`config.mk`:
```
export PLATFORM = sky130hd
export DESIGN_NAME = gpst_port
export DESIGN_NICKNAME = d
export VERILOG_FILES = /design/src/logic/gpst_pkg.sv /design/src/logic/gpst_pin_if.sv /design/src/logic/gpst_sync.sv /design/src/logic/gpst_port.sv
export VERILOG_INCLUDE_DIRS = /design/src /design/src/logic
export SDC_FILE = /design/constraint.sdc
export NUM_CORES = 1
export LEC_CHECK = 0
export BUFFER_PORTS_ARGS = -buffer_cell sky130_fd_sc_hd__buf_4
export CORE_ASPECT_RATIO = 0.6
export CORE_MARGIN = 5
export CORE_UTILIZATION = 55
export CTS_CLUSTER_SIZE = 24
export DETAILED_ROUTE_END_ITERATION = 8
export PLACE_DENSITY_LB_ADDON = 0.2
export SYNTH_ARGS = -nofsm -noshare
export SYNTH_HDL_FRONTEND = slang
export SYNTH_SLANG_ARGS = --single-unit
export TNS_END_PERCENT = 20
```
`constraint.sdc`:
```
create_clock -name ref_clk -period 3.4 [get_ports ref_clk]
set_input_delay 0.17 -clock ref_clk [delete_from_list [all_inputs] [get_ports ref_clk]]
set_output_delay 0.17 -clock ref_clk [all_outputs]
set_load 0.01 [all_outputs]
```
`src/logic/gpst_defines.svh`:
```
// Purpose: offsets, field positions, reset values of the gpio strap port
// Assumes: 4-bit register address, 8-bit register data
// Notes:   included by the port module
`ifndef GPST_DEFINES_SVH
`define GPST_DEFINES_SVH

`define GPST_OFS_DIR      4'h0
`define GPST_OFS_DATA     4'h1
`define GPST_OFS_STATUS   4'h2
`define GPST_OFS_BOOT     4'h3

`define GPST_RST_DIR      8'h00
`define GPST_RST_DOUT     8'h00
`define GPST_RST_FLAG     1'b1

`define GPST_BOOT_DONE    0
`define GPST_BOOT_HS_EN   1

`define GPST_STS_CLK      3
`define GPST_STS_PP       4
`define GPST_STS_FLAG     5
`define GPST_STS_DONE     6
`define GPST_STS_HS       7

`define GPST_PIN_CLK      4
`define GPST_PIN_FUNC     6

`endif

```
`src/logic/gpst_pkg.sv`:
```
// Purpose: types of the gpio strap port
// Assumes: nothing
// Notes:   state of each module is one packed struct
package gpst_pkg;

  typedef struct packed {
    logic [7:0] dir;
    logic [7:0] dout;
    logic       flag;
    logic [2:0] boot_sel;
    logic       clk_sel;
    logic       pp_mode;
    logic       strap_pending;
    logic       boot_done;
    logic       hs_en;
    logic [7:0] rdata;
  } gpst_state_type;

  typedef struct packed {
    logic [7:0] meta;
    logic [7:0] stable;
  } gpst_sync_state_type;

endpackage : gpst_pkg

```
`src/logic/gpst_pin_if.sv`:
```
// Purpose: carries raw pin levels to the synchroniser and back
// Assumes: one clock domain on the consuming side
// Notes:   user side drives raw, sync side returns stable levels
`timescale 1ns/1ps
`default_nettype none

interface gpst_pin_if;
  logic [7:0] raw;
  logic [7:0] synced;

  modport sync_side (
    input  raw,
    output synced
  );

  modport user_side (
    output raw,
    input  synced
  );
endinterface : gpst_pin_if

`default_nettype wire

```
`src/logic/gpst_sync.sv`:
```
// Purpose: two-flop synchroniser for the eight port pins
// Assumes: pins are asynchronous to ref_clk
// Notes:   no reset, so straps are already settled when reset releases
`timescale 1ns/1ps
`default_nettype none

module gpst_sync
  import gpst_pkg::*;
(
  input  wire logic   ref_clk,
  input  wire logic   clk_en,
  gpst_pin_if.sync_side pins
);

  gpst_sync_state_type st;
  gpst_sync_state_type next_st;

  // first stage is read only by the second stage
  always_comb begin
    next_st        = st;
    next_st.meta   = pins.raw;
    next_st.stable = st.meta;
  end

  always_ff @(posedge ref_clk) begin
    if (clk_en) begin
      st <= next_st;
    end
  end

  assign pins.synced = st.stable;

endmodule : gpst_sync

`default_nettype wire

```
`src/logic/gpst_port.sv`:
```
// Purpose: eight-pin general-purpose port with reset straps and flag pin
// Assumes: register strobes and flag controls come from ref_clk logic
// Notes:   reset acts even while clk_en is low
//
// Operation
// - per-pin direction set by software
// - read returns pin levels, write drives outputs
// - all pins inputs during and after reset
// - pins two to zero select boot mode
// - boot-select pins become ordinary after boot
// - pin four drives boot handshake when enabled
// - pin four low selects oscillator clock
// - pin four high selects external clock
// - pin four free for application after boot
// - pin six selects multiplexed pin function
// - flag set, clear, or cleared on status load
// - flag output high throughout reset
// - pins high impedance while in reset
`timescale 1ns/1ps
`default_nettype none
`include "gpst_defines.svh"

module gpst_port
  import gpst_pkg::*;
(
  input  wire logic       ref_clk,
  input  wire logic       rst,
  input  wire logic       clk_en,
  input  wire logic [3:0] reg_addr,
  input  wire logic [7:0] reg_wdata,
  input  wire logic       reg_wr,
  input  wire logic       reg_rd,
  output logic      [7:0] reg_rdata,
  input  wire logic [7:0] pin_in,
  output logic      [7:0] pin_out,
  output logic      [7:0] pin_oe,
  input  wire logic       boot_handshake_level,
  input  wire logic       flag_set_instruction,
  input  wire logic       flag_clear_instruction,
  input  wire logic       status_word_one_load,
  output logic            latched_flag_output,
  output logic      [2:0] boot_select,
  output logic            input_clock_select_bit,
  output logic            parallel_port_io_mode
);

  localparam gpst_state_type RESET_STATE = '{
    dir:           `GPST_RST_DIR,
    dout:          `GPST_RST_DOUT,
    flag:          `GPST_RST_FLAG,
    boot_sel:      3'h0,
    clk_sel:       1'b0,
    pp_mode:       1'b0,
    strap_pending: 1'b1,
    boot_done:     1'b0,
    hs_en:         1'b0,
    rdata:         8'h00
  };

  gpst_state_type st;
  gpst_state_type next_st;
  gpst_pin_if     pins ();
  logic     [7:0] levels;
  logic     [7:0] oe_eff;
  logic           hs_drive;
  logic     [7:0] status_word;

  assign pins.raw = pin_in;
  assign levels   = pins.synced;

  gpst_sync u_sync (
    .ref_clk (ref_clk),
    .clk_en  (clk_en),
    .pins    (pins.sync_side)
  );

  // boot loader owns pin four until boot is declared done
  assign hs_drive = st.hs_en & ~st.boot_done;

  always_comb begin
    oe_eff    = st.dir;
    // boot-select pins stay inputs until boot is done
    oe_eff[2:0] = st.dir[2:0] & {3{st.boot_done}};
    if (hs_drive) begin
      oe_eff[4] = 1'b1;
    end else begin
      oe_eff[4] = st.dir[4] & st.boot_done;
    end
  end

  always_comb begin
    status_word                  = 8'h00;
    status_word[2:0]             = st.boot_sel;
    status_word[`GPST_STS_CLK]   = st.clk_sel;
    status_word[`GPST_STS_PP]    = st.pp_mode;
    status_word[`GPST_STS_FLAG]  = st.flag;
    status_word[`GPST_STS_DONE]  = st.boot_done;
    status_word[`GPST_STS_HS]    = st.hs_en;
  end

  always_comb begin
    next_st       = st;
    next_st.rdata = st.rdata;
    // straps are taken on the first enabled cycle after release;
    // the board keeps pin seven low here
    if (st.strap_pending) begin
      next_st.boot_sel      = levels[2:0];
      next_st.clk_sel       = levels[`GPST_PIN_CLK];
      next_st.pp_mode       = levels[`GPST_PIN_FUNC];
      next_st.strap_pending = 1'b0;
    end
    if (reg_wr) begin
      case (reg_addr)
        `GPST_OFS_DIR: begin
          next_st.dir = reg_wdata;
        end
        `GPST_OFS_DATA: begin
          next_st.dout = reg_wdata;
        end
        `GPST_OFS_BOOT: begin
          // done is sticky until the next reset
          next_st.boot_done = st.boot_done
                            | reg_wdata[`GPST_BOOT_DONE];
          next_st.hs_en     = reg_wdata[`GPST_BOOT_HS_EN];
        end
        default: begin
          next_st.dir = st.dir;
        end
      endcase
    end
    if (reg_rd) begin
      case (reg_addr)
        `GPST_OFS_DIR: begin
          next_st.rdata = st.dir;
        end
        `GPST_OFS_DATA: begin
          next_st.rdata = levels;
        end
        `GPST_OFS_STATUS: begin
          next_st.rdata = status_word;
        end
        `GPST_OFS_BOOT: begin
          next_st.rdata = {6'h00, st.hs_en, st.boot_done};
        end
        default: begin
          next_st.rdata = 8'h00;
        end
      endcase
    end
    // a set arriving with a clear wins
    if (flag_set_instruction) begin
      next_st.flag = 1'b1;
    end else if (flag_clear_instruction | status_word_one_load) begin
      next_st.flag = 1'b0;
    end
    if (rst) begin
      next_st = RESET_STATE;
    end
  end

  always_ff @(posedge ref_clk) begin
    if (rst || clk_en) begin
      st <= next_st;
    end
  end

  // pins float for the whole reset, not only after its first edge
  assign pin_oe  = rst ? 8'h00 : oe_eff;
  assign pin_out = {st.dout[7:5],
                    hs_drive ? boot_handshake_level : st.dout[4],
                    st.dout[3:0]};

  assign latched_flag_output    = st.flag | rst;
  assign reg_rdata              = st.rdata;
  assign boot_select            = st.boot_sel;
  assign input_clock_select_bit = st.clk_sel;
  assign parallel_port_io_mode  = st.pp_mode;

  // checks

  dir_write_a: assert property (
    @(posedge ref_clk) disable iff (rst)
    clk_en && reg_wr && reg_addr == `GPST_OFS_DIR
    |=> st.dir == $past(reg_wdata))
    else $error("direction write not stored");

  data_read_a: assert property (
    @(posedge ref_clk) disable iff (rst)
    clk_en && reg_rd && reg_addr == `GPST_OFS_DATA
    |=> reg_rdata == $past(levels))
    else $error("data read does not return pin levels");

  data_drive_a: assert property (
    @(posedge ref_clk) disable iff (rst)
    clk_en && reg_wr && reg_addr == `GPST_OFS_DATA
    |=> pin_out[7] == $past(reg_wdata[7]))
    else $error("data write not driven to pin");

  reset_inputs_a: assert property (
    @(posedge ref_clk)
    rst ##1 !rst |-> pin_oe == 8'h00 && st.dir == 8'h00)
    else $error("pin drives right after reset");

  reset_float_a: assert property (
    @(posedge ref_clk)
    rst |-> pin_oe == 8'h00)
    else $error("pin driven during reset");

  boot_strap_a: assert property (
    @(posedge ref_clk) disable iff (rst)
    clk_en && st.strap_pending |=> boot_select == $past(levels[2:0]))
    else $error("boot select not taken from pins");

  clk_osc_a: assert property (
    @(posedge ref_clk) disable iff (rst)
    clk_en && st.strap_pending && !levels[`GPST_PIN_CLK]
    |=> !input_clock_select_bit)
    else $error("oscillator clock not selected");

  clk_ext_a: assert property (
    @(posedge ref_clk) disable iff (rst)
    clk_en && st.strap_pending && levels[`GPST_PIN_CLK]
    |=> input_clock_select_bit)
    else $error("external clock not selected");

  func_strap_a: assert property (
    @(posedge ref_clk) disable iff (rst)
    clk_en && st.strap_pending
    |=> parallel_port_io_mode == $past(levels[`GPST_PIN_FUNC]))
    else $error("function select not taken from pin six");

  strap_hold_a: assert property (
    @(posedge ref_clk) disable iff (rst)
    !st.strap_pending ##1 !rst
    |-> $stable(boot_select) && $stable(input_clock_select_bit)
        && $stable(parallel_port_io_mode) && !st.strap_pending)
    else $error("strap value changed after capture");

  boot_gpio_a: assert property (
    @(posedge ref_clk) disable iff (rst)
    st.boot_done |-> pin_oe[2:0] == st.dir[2:0])
    else $error("boot pins not free after boot");

  hs_drive_a: assert property (
    @(posedge ref_clk) disable iff (rst)
    !st.boot_done && st.hs_en
    |-> pin_oe[4] && pin_out[4] == boot_handshake_level)
    else $error("handshake not driven on pin four");

  pin4_free_a: assert property (
    @(posedge ref_clk) disable iff (rst)
    st.boot_done |-> pin_oe[4] == st.dir[4]
                  && pin_out[4] == st.dout[4])
    else $error("pin four not free after boot");

  flag_set_a: assert property (
    @(posedge ref_clk) disable iff (rst)
    clk_en && flag_set_instruction |=> latched_flag_output)
    else $error("flag not set");

  flag_clear_a: assert property (
    @(posedge ref_clk) disable iff (rst)
    clk_en && !flag_set_instruction
    && (flag_clear_instruction || status_word_one_load)
    |=> !latched_flag_output)
    else $error("flag not cleared");

  flag_reset_a: assert property (
    @(posedge ref_clk)
    rst ##1 rst |-> latched_flag_output && st.flag)
    else $error("flag low during reset");

  dir_read_a: assert property (
    @(posedge ref_clk) disable iff (rst)
    clk_en && reg_rd && reg_addr == `GPST_OFS_DIR
    |=> reg_rdata == $past(st.dir))
    else $error("direction read wrong");

  status_read_a: assert property (
    @(posedge ref_clk) disable iff (rst)
    clk_en && reg_rd && reg_addr == `GPST_OFS_STATUS
    |=> reg_rdata[2:0] == $past(boot_select)
        && reg_rdata[3] == $past(input_clock_select_bit)
        && reg_rdata[4] == $past(parallel_port_io_mode))
    else $error("status read wrong");

  boot_read_a: assert property (
    @(posedge ref_clk) disable iff (rst)
    clk_en && reg_rd && reg_addr == `GPST_OFS_BOOT
    |=> reg_rdata == {6'h00, $past(st.hs_en), $past(st.boot_done)})
    else $error("boot control read wrong");

  rdata_hold_a: assert property (
    @(posedge ref_clk) disable iff (rst)
    !(clk_en && reg_rd)
    |=> $stable(reg_rdata))
    else $error("read data changed without a read");

  set_wins_a: assert property (
    @(posedge ref_clk) disable iff (rst)
    clk_en && flag_set_instruction
    && (flag_clear_instruction || status_word_one_load)
    |=> latched_flag_output)
    else $error("flag clear overrode a set");

  flag_hold_a: assert property (
    @(posedge ref_clk) disable iff (rst)
    !flag_set_instruction && !flag_clear_instruction && !status_word_one_load
    |=> $stable(latched_flag_output))
    else $error("flag changed with no instruction");

  strap_once_a: assert property (
    @(posedge ref_clk) disable iff (rst)
    clk_en && st.strap_pending |=> !st.strap_pending)
    else $error("strap capture not closed");

  pending_reset_a: assert property (
    @(posedge ref_clk)
    rst ##1 rst |-> st.strap_pending)
    else $error("strap capture not armed by reset");

  early_boot_a: assert property (
    @(posedge ref_clk) disable iff (rst)
    !st.boot_done |-> pin_oe[2:0] == 3'h0)
    else $error("boot pins driven before boot done");

  hs_quiet_a: assert property (
    @(posedge ref_clk) disable iff (rst)
    !st.boot_done && !st.hs_en |-> !pin_oe[4])
    else $error("pin four driven without handshake");

  data_low_a: assert property (
    @(posedge ref_clk) disable iff (rst)
    clk_en && reg_wr && reg_addr == `GPST_OFS_DATA
    |=> pin_out[3:0] == $past(reg_wdata[3:0])
        && pin_out[6:5] == $past(reg_wdata[6:5]))
    else $error("data write not driven to low pins");

  done_sticky_a: assert property (
    @(posedge ref_clk) disable iff (rst)
    st.boot_done |=> st.boot_done)
    else $error("boot done dropped before reset");

  dir_oe_a: assert property (
    @(posedge ref_clk) disable iff (rst)
    pin_oe[7:5] == st.dir[7:5] && pin_oe[3] == st.dir[3])
    else $error("free pin enable differs from direction");

  freeze_hold_a: assert property (
    @(posedge ref_clk) disable iff (rst)
    !clk_en |=> $stable(st.dir) && $stable(st.dout)
                && $stable(st.flag) && $stable(st.rdata))
    else $error("state moved while clock enable low");

endmodule : gpst_port

`default_nettype wire

```
**Word-level counts from Yosys, hierarchy flattened**

Cells that the tools add are included.

- Bits in registers: 49
- Output and inout port bits: 30
- Bits of input ports: 29
- Word-level logic and storage cells: 50

- Eq/ne operators: 3
- Bitwise gates (word level): 7
- Mux-type cells: 12
- Reduce and logical (&&, ||, !) cells: 16

Operators by type and width:

| cell | count |
|---|---|
| 8-bit 2-to-1 mux | 4 |
| 8-bit case mux with 4 select lines | 1 |
| 16-bit 2-to-1 mux | 1 |
| 2-bit nonzero test | 6 |
| 3-bit AND reduction | 3 |
| 4-bit by 2-bit equality test with 1-bit output (second input constant) | 2 |
| 6-bit 2-to-1 mux | 1 |
| 2-bit AND reduction | 3 |
| 4-bit by 1-bit equality test with 1-bit output (second input constant) | 1 |
| 4-bit logical NOT | 1 |
| 2-bit 2-to-1 mux | 2 |
| 3-bit bitwise AND | 1 |
| 1-bit 2-to-1 mux | 3 |
| 1-bit OR | 3 |
| 3-bit nonzero test | 1 |
| 1-bit bitwise AND | 2 |
| 2-bit OR reduction | 1 |
| 1-bit logical OR | 1 |
| 1-bit inverter | 1 |

**Logic depth before layout (Yosys ltp)**

- Depth in word-level cells: 4
- Gate-level depth with buffers: 5

**Modules after synthesis**

Synthesis repeated with hierarchy kept, for this count alone.

- Cells, all modules: 142
- Area total of the unflattened synthesis: 2102.0 um^2

By module, submodules not included:

| module | times used | cells each | area an instance (um^2) | seq. area each (um^2) |
|---|---|---|---|---|
| gpst_port | 1 | 126 | 1621.6 | 991.0 |
| gpst_sync | 1 | 16 | 480.5 | 480.5 |

**Least setup slack after synthesis**

OpenSTA, ideal clock, no wires.

- Kind: input -> register
- Start point: in reg_addr[1]
- End point: reg st (netlist bit pin_out[0]) (enable)
- Library setup time: 0.375 ns
- Cell stages on the path: 3
- Data required time: 3.025 ns
- Path slack: 1.898 ns
- Path buffers: 1
- Arrival: 1.128 ns
- Path through: buf_6 or3_4 o21bai_1

- Cells in the longest elaborated chain, start to end: 3

Ends and longest elaborated chain:

| what | line | source |
|---|---|---|
| from (decl) | gpst_port.sv:29 | `input wire logic [3:0] reg_addr,` |
| 4-bit by 1-bit equality test with 1-bit output | gpst_port.sv:113 | `case (reg_addr)` |
| 2-bit nonzero test (no source line) | -- |  |
| 3-bit AND reduction (no source line) | -- |  |
| to (signal assigned) | gpst_port.sv:163 | `st <= next_st;` |
| to (decl) | gpst_port.sv:60 | `gpst_state_type st;` |

Every way passes these cells.
A chain may end at the register's enable or synchronous reset.

**Final worst setup path**

- Start point: reg st[9] (netlist name)
- End point: out pin_out[4]

- Cells in the longest elaborated chain, start to end: 3

Ends and longest elaborated chain:

| what | line | source |
|---|---|---|
| 1-bit inverter | gpst_port.sv:78 | `assign hs_drive = st.hs_en & ~st.boot_done;` |
| 1-bit bitwise AND | gpst_port.sv:78 |  |
| 1-bit 2-to-1 mux | gpst_port.sv:170 | `hs_drive ? boot_handshake_level : st.dout[4],` |
| to (decl) | gpst_port.sv:35 | `output logic [7:0] pin_out,` |

Every way passes these cells.

==> out/results.txt <==
Outcome - finished clean
Core Rows - 17
# hold bufs at CTS - 0
RSZ-0062 raised after global routing - false
Min Hold Slack - 43.5 ps
Crit path to - pin_out[4]
Warnings from Yosys - 0
Register-to-Register Setup Slack - 2280 ps
Total CTS buffers - 5
Min-delay worst type - input port to flip-flop
Die footprint - 0.00528 sq mm
Syn Std Cell Area - 0.00214 sq mm
H-tree Lvls - 2
Gr busiest metal - met2
I/O Buffers - 58
Worst r2r src - st[9]
Clock-pin transition on the worst setup and hold timing paths - 90 ps
CP Capture Type - output port
Clk_lat worst skew - 290 ps
Met2 usage - 25.6%
Worst setup SP type - flip-flop
Max Slew Vio Count - 0
Sequential fraction of the synthesis area - 68.8%
Setup TNS - 0 ps
Min Tclk post-route - 1620 ps
Chip Width - 90.5 um
Antenna cells - 0
First-pass GRT wire length - 6.22 mm
Placed instance area - 0.00246 sq mm
Critical path origin - st[9]
Most common cell after layout, fill and taps aside - buf_4
Period utilisation layout - 47.6%
Pleak - 0.995 nW
Cell area after layout - 0.00254 sq mm
Nets - 215
GRT Total Usage - 15.5%
Fmax - 617 MHz
Largest net degree at the start of global routing - 31
Vias per inst - 5.18
CTS tree - built
Setup Skew - 6.35 ps
Met1 usage - 19.5%
# DRC - 0
Post-Syn Area per Cell - 14.7 sq um
Pwr dens - 474 mW/mm^2
CTS root buf - clkbuf_8
Crit-path max FO - 6
Crit path max-delay family - flip-flops
Bufs and invs on worst path - 1
Share of cells above drive strength 1 - 37.1%
Crit path DAT - 1450 ps
Worst IR Drop VDD - 0.316 mV
Starting Density - 57.8%
Final Power - 0.00120 W
MaxCap Viol Count - 0
Slew @ Worst Pin - 835 ps
Instance count on the critical path - 3
HP Start - pin_in[0]
CP max stage cell - edfxtp_1
Mapped Cells - 146
Synth-to-Final Area Change - 18.8%
Reg-to-reg endpoint - reg_rdata[0]
Crit path required time - 3230 ps
Yosys cell types - 29
Final ANT Viol Nets - 0
DP HPWL - 2.90 mm
Initial antenna violation count - 0
Iter 0 DRT Violations - 95
Util after Layout - 68.7%
Worst-path cell chain - nand2b_1 > mux2_1 > buf_4
I/O Pins - 59
Die height - 58.3 um
Crit-path max cell delay - 490 ps
CTS Buffer Depth - 2
Final hold violation count - 0
Placeable Area - 0.00370 sq mm
Max_slew headroom - 44.2%
Drt pass-1 iters - 4
Vias - 1207
Reg2reg path depth - 3
Synth Register Bits - 49
Routed len/inst - 16.3 um
Cts repair resizes - 0
Met3 usage - 5.36%
Mapped Nets - 175
Total global routing overflow - 0
Commonest cells after routing, fill and taps aside - buf_4, edfxtp_1, nor2b_1, mux2i_1
Predominant post-synthesis flop cell - edfxtp_1
Synth async-reset ratio - 0%
GP Congestion - 0.785
Clk sinks - 49
Setup violators final - 0
WS Path Type - flip-flop to output port
Postcts setup bufs - 0
EDFF count, synth - 49
Number of global-route vias before repair - 1259
Drt total wl - 3.80 mm
[registers in the layout, summed over array words and instances (netlist names)]
| name | count |
|---|---|
| reg_rdata | 8 |
| input_clock_select_bit | 1 |
| st | 9 |
| oe_eff | 4 |
| u_sync.next_st | 8 |
| parallel_port_io_mode | 1 |
| pin_out | 7 |
| u_sync.pins.synced | 8 |
| boot_select | 3 |
[kinds of logic after synthesis]
family / share of synthesized area [%]
AO/OA/AOI/OAI: 5.09
buffers and inverters: 8.30
flip-flops: 68.8
multiplexers: 4.74
AND/OR/NAND/NOR: 13.1
[metrics by stage]
stage                     setup WS, ps  instances
after floorplan                   1900        146
after global placement            1670        226
after detailed placement          1600        226
after CTS                         1770        233
after global routing              1710        233
final                             1780        233
[synth_stat cells, types with 3 or more instances]
cell type	number	area, sq um
a21oi_1	4	20.0
and2_1	3	18.8
buf_4	18	135
clkbuf_1	4	15.0
edfxtp_1	49	1470
mux2i_1	9	90.1
nand2_1	6	22.5
nor2_1	6	22.5
nor2b_1	18	113
or2_1	5	31.3
[report_power, final]
group,leakage [nW],switching (W),internal (W),total (W)
registers,0.489,0.0000204,0.000718,0.000738
clock network,0.0402,0.000179,0.000142,0.000321
logic,0.467,0.0000686,0.0000766,0.000145
total,0.995,0.000268,0.000936,0.00120
[how the worst min path moves through the flow]
stage | endpoint | cells after the start
floorplan | st[10] | 0
detailed placement | u_sync.next_st[2] | 1
finish | u_sync.next_st[0] | 1
global placement | u_sync.next_st[5] | 1
CTS | u_sync.next_st[0] | 1
global route | u_sync.next_st[7] | 1
[routing by layer]
| metal | up-vias | routed length (um) |
|---|---|---|
| met1 | 558 | 1520 |
| met3 | 7 | 411 |
| met5 | - | 0 |
| met4 | 0 | 41 |
| met2 | 59 | 1830 |
| li1 | 583 | - |
[worst register-to-register path, stage by stage (launching register included)]
cell and delay, ps:
edfxtp_1 490, mux2i_1 180, o22a_1 160, nor2_1 40
[cell type report]
type,count,area [sq um]
Tap cell,47,58.8
Timing Repair Buffer,58,435
Fill cell,254,1160
Sequential cell,49,1470
Clock inverter,2,16.3
Clock buffer,5,68.8
Multi-Input combinational cell,72,490
Note: power is estimated with default switching activity, not from simulation.
